$ cat src/include/hpl_params.svh
// constants of the hit-pattern pulse latch: timing, field widths and reset values
`ifndef HPL_PARAMS_SVH
`define HPL_PARAMS_SVH

`define HPL_CHANNELS 18
`define HPL_CLK_PERIOD_NS 25
`define HPL_STEP_NS 50
`define HPL_STEP_CYC (`HPL_STEP_NS / `HPL_CLK_PERIOD_NS)
`define HPL_WIDTH_BASE_NS 150
`define HPL_WIDTH_BASE_CYC ((`HPL_WIDTH_BASE_NS + `HPL_CLK_PERIOD_NS - 1) / `HPL_CLK_PERIOD_NS)
`define HPL_DELAY_BASE_NS 850
`define HPL_DELAY_BASE_CYC ((`HPL_DELAY_BASE_NS + `HPL_CLK_PERIOD_NS - 1) / `HPL_CLK_PERIOD_NS)
`define HPL_HOLD_BASE_NS 250
`define HPL_HOLD_BASE_CYC ((`HPL_HOLD_BASE_NS + `HPL_CLK_PERIOD_NS - 1) / `HPL_CLK_PERIOD_NS)
`define HPL_SYNC_LATENCY_CYC 3
`define HPL_DELAY_DEPTH 128
`define HPL_WIDTH_BITS 4
`define HPL_DELAY_BITS 5
`define HPL_EXT_BITS 3
`define HPL_HOLD_BITS 6
`define HPL_DATA_BITS 16
`define HPL_WIDTH_RESET 4'h0
`define HPL_DELAY_RESET 5'h00
`define HPL_EXT_RESET 3'h0
`define HPL_HOLD_RESET 6'h00
`define HPL_MUX_RESET 16'h0000
`define HPL_MUX_HIT_TEST 16'h0300

`endif

$ cat src/include/hpl_pkg.sv
// types of the hit-pattern pulse latch
package hpl_pkg;

  typedef enum logic [3:0] {
    hpl_cmd_none,
    hpl_cmd_test_mux_select_write,
    hpl_cmd_test_mux_select_read,
    hpl_cmd_pulse_width_write,
    hpl_cmd_pulse_width_read,
    hpl_cmd_pulse_delay_write,
    hpl_cmd_pulse_delay_read,
    hpl_cmd_trailing_extension_write,
    hpl_cmd_trailing_extension_read,
    hpl_cmd_hold_delay_write,
    hpl_cmd_hold_delay_read,
    hpl_cmd_trigger_unsuppressed,
    hpl_cmd_controller_reset
  } hpl_cmd_t;

  typedef enum {
    hpl_hold_idle,
    hpl_hold_wait
  } hpl_hold_state_t;

endpackage

$ cat src/verilog/hpl_channel.sv
// one channel: input synchroniser, programmable delay line and pulse shaper
`timescale 1ns/100ps
`include "hpl_params.svh"

module hpl_channel #(
  parameter int DEPTH = `HPL_DELAY_DEPTH
) (
  input wire logic clk,
  input wire logic reset,
  input wire logic disc_in,
  input wire logic [6:0] delay_tap,
  input wire logic [5:0] width_cyc,
  input wire logic [3:0] ext_cyc,
  output logic shaped_out
);

  logic sync1;
  logic sync2;
  logic [DEPTH-1:0] line;
  logic del_q;
  logic [5:0] width_cnt;
  logic [3:0] ext_cnt;
  logic next_sync1;
  logic next_sync2;
  logic [DEPTH-1:0] next_line;
  logic next_del_q;
  logic [5:0] next_width_cnt;
  logic [3:0] next_ext_cnt;
  logic next_shaped_out;
  logic del;
  logic active;

  always_comb begin
    next_sync1 = disc_in;
    // second stage alone reads the first
    next_sync2 = sync1;
    next_line = {line[DEPTH-2:0], sync2};
    del = line[delay_tap];
    next_del_q = del;
    // leading edge retriggers the width timer
    if (del && !del_q) begin
      next_width_cnt = width_cyc - 6'd1;
    end else if (width_cnt != 6'd0) begin
      next_width_cnt = width_cnt - 6'd1;
    end else begin
      next_width_cnt = 6'd0;
    end
    // long input holds the pulse on past the width close pulses merge
    active = del || (width_cnt != 6'd0);
    // extension starts where width and input both ended
    if (active) begin
      next_ext_cnt = ext_cyc;
    end else if (ext_cnt != 4'd0) begin
      next_ext_cnt = ext_cnt - 4'd1;
    end else begin
      next_ext_cnt = 4'd0;
    end
    next_shaped_out = active || (ext_cnt != 4'd0);
  end

  always_ff @(posedge clk) begin
    if (reset) begin
      sync1 <= 1'b0;
      sync2 <= 1'b0;
      line <= '0;
      del_q <= 1'b0;
      width_cnt <= 6'd0;
      ext_cnt <= 4'd0;
      shaped_out <= 1'b0;
    end else begin
      sync1 <= next_sync1;
      sync2 <= next_sync2;
      line <= next_line;
      del_q <= next_del_q;
      width_cnt <= next_width_cnt;
      ext_cnt <= next_ext_cnt;
      shaped_out <= next_shaped_out;
    end
  end

endmodule

$ cat src/verilog/hpl_top.sv
// hit-pattern pulse latch: settings commands, 18 shaping channels, trigger hold and latch
`timescale 1ns/100ps
`include "hpl_params.svh"

module hpl_top #(
  parameter int CHANNELS = `HPL_CHANNELS,
  parameter int DEPTH = `HPL_DELAY_DEPTH
) (
  input wire logic clk,
  input wire logic reset,
  input wire logic [CHANNELS-1:0] disc_in,
  input wire logic cmd_valid,
  input wire hpl_pkg::hpl_cmd_t cmd_code,
  input wire logic [`HPL_DATA_BITS-1:0] cmd_data,
  output logic rsp_valid,
  output logic [`HPL_DATA_BITS-1:0] rsp_data,
  output logic [CHANNELS-1:0] hit_pattern,
  output logic hit_pattern_valid,
  output logic hit_pulse_test_out
);

  logic [`HPL_DATA_BITS-1:0] test_mux_select;
  logic [`HPL_WIDTH_BITS-1:0] pulse_width_setting;
  logic [`HPL_DELAY_BITS-1:0] pulse_delay_setting;
  logic [`HPL_EXT_BITS-1:0] trailing_extension_setting;
  logic [`HPL_HOLD_BITS-1:0] hold_delay_setting;
  logic [`HPL_DATA_BITS-1:0] next_test_mux_select;
  logic [`HPL_WIDTH_BITS-1:0] next_pulse_width_setting;
  logic [`HPL_DELAY_BITS-1:0] next_pulse_delay_setting;
  logic [`HPL_EXT_BITS-1:0] next_trailing_extension_setting;
  logic [`HPL_HOLD_BITS-1:0] next_hold_delay_setting;
  logic next_rsp_valid;
  logic [`HPL_DATA_BITS-1:0] next_rsp_data;

  hpl_pkg::hpl_hold_state_t hold_state;
  hpl_pkg::hpl_hold_state_t next_hold_state;
  logic [7:0] hold_cnt;
  logic [7:0] next_hold_cnt;
  logic [CHANNELS-1:0] next_hit_pattern;
  logic next_hit_pattern_valid;
  logic next_hit_pulse_test_out;

  logic settings_reset;
  logic [6:0] delay_tap;
  logic [5:0] width_cyc;
  logic [3:0] ext_cyc;
  logic [CHANNELS-1:0] shaped;

  // code to cycle count: base plus one 50 ns step per code
  function automatic logic [7:0] steps_to_cyc(input logic [7:0] base, input logic [7:0] code);
    steps_to_cyc = 8'(base + 8'(code * 8'(`HPL_STEP_CYC)));
  endfunction

  function automatic logic cmd_is(input hpl_pkg::hpl_cmd_t code, input hpl_pkg::hpl_cmd_t want);
    cmd_is = cmd_valid && (code == want);
  endfunction

  // reset command returns all settings
  assign settings_reset = cmd_is(cmd_code, hpl_pkg::hpl_cmd_controller_reset);

  // timers in 50 ns steps, synchroniser latency taken off the delay tap
  assign width_cyc = 6'(steps_to_cyc(8'(`HPL_WIDTH_BASE_CYC), 8'(pulse_width_setting)));
  assign delay_tap = 7'(steps_to_cyc(8'(`HPL_DELAY_BASE_CYC - `HPL_SYNC_LATENCY_CYC),
    8'(pulse_delay_setting)));
  assign ext_cyc = 4'(steps_to_cyc(8'h00, 8'(trailing_extension_setting)));

  genvar ch;
  generate
    for (ch = 0; ch < CHANNELS; ch++) begin : g_chan
      // each channel catches inputs over 25 ns after two-stage sync
      hpl_channel #(
        .DEPTH(DEPTH)
      ) u_chan (
        .clk(clk),
        .reset(reset || settings_reset),
        .disc_in(disc_in[ch]),
        .delay_tap(delay_tap),
        .width_cyc(width_cyc),
        .ext_cyc(ext_cyc),
        .shaped_out(shaped[ch])
      );
    end
  endgenerate

  // settings and read-back
  always_comb begin
    next_test_mux_select = test_mux_select;
    next_pulse_width_setting = pulse_width_setting;
    next_pulse_delay_setting = pulse_delay_setting;
    next_trailing_extension_setting = trailing_extension_setting;
    next_hold_delay_setting = hold_delay_setting;
    next_rsp_valid = 1'b0;
    next_rsp_data = '0;
    if (cmd_valid) begin
      case (cmd_code)
        hpl_pkg::hpl_cmd_test_mux_select_write: begin
          next_test_mux_select = cmd_data;
        end
        hpl_pkg::hpl_cmd_pulse_width_write: begin
          next_pulse_width_setting = cmd_data[`HPL_WIDTH_BITS-1:0];
        end
        hpl_pkg::hpl_cmd_pulse_delay_write: begin
          next_pulse_delay_setting = cmd_data[`HPL_DELAY_BITS-1:0];
        end
        hpl_pkg::hpl_cmd_trailing_extension_write: begin
          next_trailing_extension_setting = cmd_data[`HPL_EXT_BITS-1:0];
        end
        hpl_pkg::hpl_cmd_hold_delay_write: begin
          next_hold_delay_setting = cmd_data[`HPL_HOLD_BITS-1:0];
        end
        hpl_pkg::hpl_cmd_test_mux_select_read: begin
          next_rsp_valid = 1'b1;
          next_rsp_data = test_mux_select;
        end
        hpl_pkg::hpl_cmd_pulse_width_read: begin
          next_rsp_valid = 1'b1;
          next_rsp_data = `HPL_DATA_BITS'(pulse_width_setting);
        end
        hpl_pkg::hpl_cmd_pulse_delay_read: begin
          next_rsp_valid = 1'b1;
          next_rsp_data = `HPL_DATA_BITS'(pulse_delay_setting);
        end
        hpl_pkg::hpl_cmd_trailing_extension_read: begin
          next_rsp_valid = 1'b1;
          next_rsp_data = `HPL_DATA_BITS'(trailing_extension_setting);
        end
        hpl_pkg::hpl_cmd_hold_delay_read: begin
          next_rsp_valid = 1'b1;
          next_rsp_data = `HPL_DATA_BITS'(hold_delay_setting);
        end
        default: begin
          next_rsp_valid = 1'b0;
        end
      endcase
    end
  end

  always_ff @(posedge clk) begin
    if (reset || settings_reset) begin
      // power-up codes are zero
      test_mux_select <= `HPL_MUX_RESET;
      pulse_width_setting <= `HPL_WIDTH_RESET;
      pulse_delay_setting <= `HPL_DELAY_RESET;
      trailing_extension_setting <= `HPL_EXT_RESET;
      hold_delay_setting <= `HPL_HOLD_RESET;
      rsp_valid <= 1'b0;
      rsp_data <= '0;
    end else begin
      test_mux_select <= next_test_mux_select;
      pulse_width_setting <= next_pulse_width_setting;
      pulse_delay_setting <= next_pulse_delay_setting;
      trailing_extension_setting <= next_trailing_extension_setting;
      hold_delay_setting <= next_hold_delay_setting;
      rsp_valid <= next_rsp_valid;
      rsp_data <= next_rsp_data;
    end
  end

  // trigger, hold wait and latch
  always_comb begin
    next_hold_state = hold_state;
    next_hold_cnt = hold_cnt;
    next_hit_pattern = hit_pattern;
    next_hit_pattern_valid = 1'b0;
    case (hold_state)
      hpl_pkg::hpl_hold_idle: begin
        if (cmd_is(cmd_code, hpl_pkg::hpl_cmd_trigger_unsuppressed)) begin
          // capture instant set by the hold code
          next_hold_cnt = steps_to_cyc(8'(`HPL_HOLD_BASE_CYC), 8'(hold_delay_setting)) - 8'd1;
          next_hold_state = hpl_pkg::hpl_hold_wait;
        end
      end
      hpl_pkg::hpl_hold_wait: begin
        if (hold_cnt != 8'd0) begin
          next_hold_cnt = hold_cnt - 8'd1;
        end else begin
          // levels taken on the capture edge itself all channels
          next_hit_pattern = shaped;
          next_hit_pattern_valid = 1'b1;
          next_hold_state = hpl_pkg::hpl_hold_idle;
        end
      end
      default: begin
        next_hold_state = hpl_pkg::hpl_hold_idle;
      end
    endcase
    // channel 00 alone, and only on selection 768
    next_hit_pulse_test_out = (test_mux_select == `HPL_MUX_HIT_TEST) && shaped[0];
  end

  always_ff @(posedge clk) begin
    if (reset || settings_reset) begin
      hold_state <= hpl_pkg::hpl_hold_idle;
      hold_cnt <= 8'd0;
      hit_pattern <= '0;
      hit_pattern_valid <= 1'b0;
      hit_pulse_test_out <= 1'b0;
    end else begin
      hold_state <= next_hold_state;
      hold_cnt <= next_hold_cnt;
      hit_pattern <= next_hit_pattern;
      hit_pattern_valid <= next_hit_pattern_valid;
      hit_pulse_test_out <= next_hit_pulse_test_out;
    end
  end

endmodule
$ cat config.mk
export PLATFORM = sky130hd
export DESIGN_NAME = hpl_top
export DESIGN_NICKNAME = d
export VERILOG_FILES = /design/src/include/hpl_pkg.sv /design/src/verilog/hpl_channel.sv /design/src/verilog/hpl_top.sv
export VERILOG_INCLUDE_DIRS = /design/src /design/src/include
export SDC_FILE = /design/constraint.sdc
export NUM_CORES = 2
export LEC_CHECK = 0
export BUFFER_PORTS_ARGS = -buffer_cell sky130_fd_sc_hd__buf_2
export CAP_MARGIN = 15
export CORE_ASPECT_RATIO = 1.4
export CORE_MARGIN = 3
export CORE_UTILIZATION = 40
export CTS_CLUSTER_DIAMETER = 50
export DETAILED_ROUTE_END_ITERATION = 16
export MAX_ROUTING_LAYER = met4
export PLACE_DENSITY = 0.57
export SLEW_MARGIN = 20
export SYNTH_ARGS = -nofsm -noshare
export SYNTH_HDL_FRONTEND = slang
export SYNTH_HIERARCHICAL = 1
export SYNTH_SLANG_ARGS = --single-unit
$ cat constraint.sdc
create_clock -name clk -period 7.72 [get_ports clk]
set_clock_uncertainty 0.15 [all_clocks]
set_input_delay 1.158 -clock clk [delete_from_list [all_inputs] [get_ports clk]]
set_output_delay 1.158 -clock clk [all_outputs]
set_load 0.02 [all_outputs]
==> metrics <==
status complete, no violations; setup TNS 0 ps; area of the multi-input gates 42800 um^2; critical path class flop to flop; Filler cells 22.2k; pwr/cell area 279 nW/um^2; root buf cell clkbuf_16; Final Hold Viols 0; top cells by area, synth dfxtp_1 (54%), nor2b_1 (15%), mux4_2 (11%), mux2i_1 (1.9%), mux4_1 (1.9%); Main synth FF type dfxtp_1; first-pass GRT wire length 334000 um; setup repair after global routing missed its margin false; Overall Power 30.8 mW; Crit. End Element flop; CTS tree built; Yosys cell types between 60 and 70; maximum VDD drop roughly 170 uV; register area 52800 um^2; max_cap viols 0; post-CTS resize count 0; sequential area share after synthesis 53.7%; clock slew at reported path FFs 60 ps; cts bufs inserted 270; Rel. slew slack a little under a quarter; # nets final about 8.5k; vias in the first global route ~61k; Ports 78; Setup-failing EPs final 0; max-slew violations 0; GP Congestion slightly below 0.8; Post-synth top cells dfxtp_1 (2636), nor2b_1 (2379), mux4_2 (487); Chip Height 592 um; layout cell share with drive strength beyond 1 around 14%; clock power share 44.1%; I/O Buffers 77; drt via density between 5 and 6; crit path DAT 5400 ps; cell count after synthesis 8387; measured slew at the worst slew-check pin ~1200 ps; WL/cell 17.4 um; WL final between 200000 and 250000 um; DR DRC count 0; count leader, synth dfxtp_1; switching power 7.47 mW; antenna violations before repair 20; CTS sink cnt 2636; DRT iter0 DRCs ~3.5k; # hold bufs at CTS 0; Worst Path Max Fanout 88; Sw Share 24.2%; FFs w/ async S/R, synth 0%; area grow syn2layout 12.5%; Core Area 244000 um^2; Setup WS post-layout 2900 ps; via count 59.2k; fmax 0.207 GHz; P_leak about 42 nW; worst path required time 8300 ps; Int Power 23.4 mW; Reg power frac a little under half; number of synthesized flops with an enable pin 0; Place WS ~2900 ps; Yosys warnings 6; startpoint types flop; H-tree level count 5; combinational power share 9.3%; Syn Area/Cell 11.7 um^2; largest net degree at the start of global routing 238; Remaining Overflow, GRT 0; total track usage between 10% and 20%; row count 214; synthesized area 98300 um^2; post-CTS setup buffers 0; Worst-Skew Late Latency 820 ps; post-synth top area cell dfxtp_1; Routed Antenna Nets 0; DR pass1 iterations 5; worst min-delay path class flop to flop; Yosys top cell area share 53.7%; post-synthesis register bit count 2636; DP Wirelength 122000 um; Initial Util 40.3%; crit share post-route 62.4%; die area ~250000 um^2; Bufs on Longest Clock Path 4; DIE WIDTH 425 um; crit path time final 4820 ps
==> cells by family (layout without fill, tap and decap cells) <==
| group | Yosys count | count (layout) | synth area share [%] |
|---|---|---|---|
| other | 2 | 95 | 0.00764 |
| xor gates and xnor gates | 117 | 117 | 1.04 |
| DFF | 2636 | 2636 | 53.7 |
| buffers and inverters | 650 | 748 | 3.16 |
| and+or+nand+nor | 3323 | 3323 | 20.0 |
| adders and majority gates | 58 | 58 | 0.739 |
| muxes | 788 | 788 | 15.5 |
| AOI/OAI and AO/OA | 813 | 813 | 5.88 |
==> cell type report <==
| type | instances | area share, % |
|---|---|---|
| flip-flops and latches | 2636 | 47.7 |
| clock inverters | 92 | 1.22 |
| diodes | 5 | 0.0113 |
| well taps | 3240 | 3.67 |
| inverters | 140 | 0.496 |
| repair buffers | 137 | 0.993 |
| clock buffers | 379 | 7.16 |
| multi-input cells | 5189 | 38.7 |
==> path summary, 6_finish.rpt <==
check / from / to / slack [ps] / depth (start not counted)
worst max-delay path: pulse_delay_setting[0]$_SDFFE_PP0P_ / g_chan[12].u_chan/width_cnt[2]$_SDFF_PP0_ / 2900 / 11
worst min-delay path: g_chan[8].u_chan/shaped_out$_SDFF_PP0_ / hit_pattern[8]$_SDFFE_PP0P_ / 270 / 2
worst max register to register: pulse_delay_setting[0]$_SDFFE_PP0P_ / g_chan[12].u_chan/width_cnt[2]$_SDFF_PP0_ / 2900 / 11
worst min register to register: g_chan[8].u_chan/shaped_out$_SDFF_PP0_ / hit_pattern[8]$_SDFFE_PP0P_ / 270 / 2
==> layer usage <==
metal / global-route usage [%] / wire length [um]
met5: - / 0
met4: 5.26 / 6040
met3: 2.47 / 7590
met2: 27.2 / 98000
met1: 21.1 / 93800
==> placed cells by master (no fill, tap or decap), types with 21 or more instances in the layout <==
cell and count:
dfxtp_1 2636, nor2b_1 2379, mux4_2 487, nor2_1 304, clkbuf_16 279, a21oi_1 233
mux2i_1 190, o21ai_0 159, nand2_1 154, nor3_1 136, inv_1 135, o31ai_1 92
conb_1 90, nand3_1 77, buf_2 77, xnor2_1 74, mux4_1 71, ha_1 58
clkbuf_8 56, a22oi_1 53, clkbuf_1 44, nand2b_1 42, mux2_2 40, buf_4 39
a211oi_1 38, xor2_1 38, nor4b_1 36, a22o_1 36, clkinv_2 33, bufinv_16 30
and2_1 28, or4_1 24, nand3b_1 22, nand4_1 21, buf_12 21
==> power groups by stage <==
stage | logic, mW | clock network [mW] | registers (mW)
5_1_grt | 3.25 | 14.5 | 14.4
3_3_place_gp | 2.75 | 0 | 14.7
4_1_cts | 2.84 | 14.0 | 14.4
6_report | 2.85 | 13.6 | 14.4
2_1_floorplan | 2.34 | 0 | 14.6
3_5_place_dp | 2.81 | 0 | 14.7
==> worst max-delay path: stages, from the launching register on <==
cell and delay, ps:
dfxtp_1 380, inv_8 580, ha_1 420, inv_8 330
buf_12 400, mux4_1 340, mux2_2 290, a2bb2oi_2 170
o311ai_1 170, o32ai_2 780, nor2_1 220, o31ai_1 280
==> metrics by stage <==
| step | hold WS, ps | util [%] | area (um^2) | instances |
|---|---|---|---|---|
| 2_1_floorplan | 260 | - | 98600 | 8475 |
| 3_3_place_gp | 266 | 41.6 | 101000 | 11300 |
| 3_5_place_dp | 275 | 41.6 | 101000 | 11300 |
| 4_1_cts | 266 | 45.4 | 111000 | 11800 |
| 5_1_grt | 280 | 45.4 | 111000 | 11800 |
| 6_report | 272 | 45.4 | 111000 | 11800 |
==> registers in the layout, indices dropped and copies added, names as in the netlist <==
register	count
rsp_data	16
test_mux_select	16
trailing_extension_setting	3
hold_cnt	8
rsp_valid	1
g_chan.u_chan/shaped_out	18
pulse_width_setting	4
hold_delay_setting	6
hit_pulse_test_out	1
g_chan.u_chan/line	2304
hit_pattern	18
g_chan.u_chan/ext_cnt	72
pulse_delay_setting	5
g_chan.u_chan/sync2	18
g_chan.u_chan/width_cnt	108
g_chan.u_chan/next_sync2	18
hit_pattern_valid	1
g_chan.u_chan/del_q	18
hold_state	1
No activity file was read; power rests on OpenSTA's default activity.
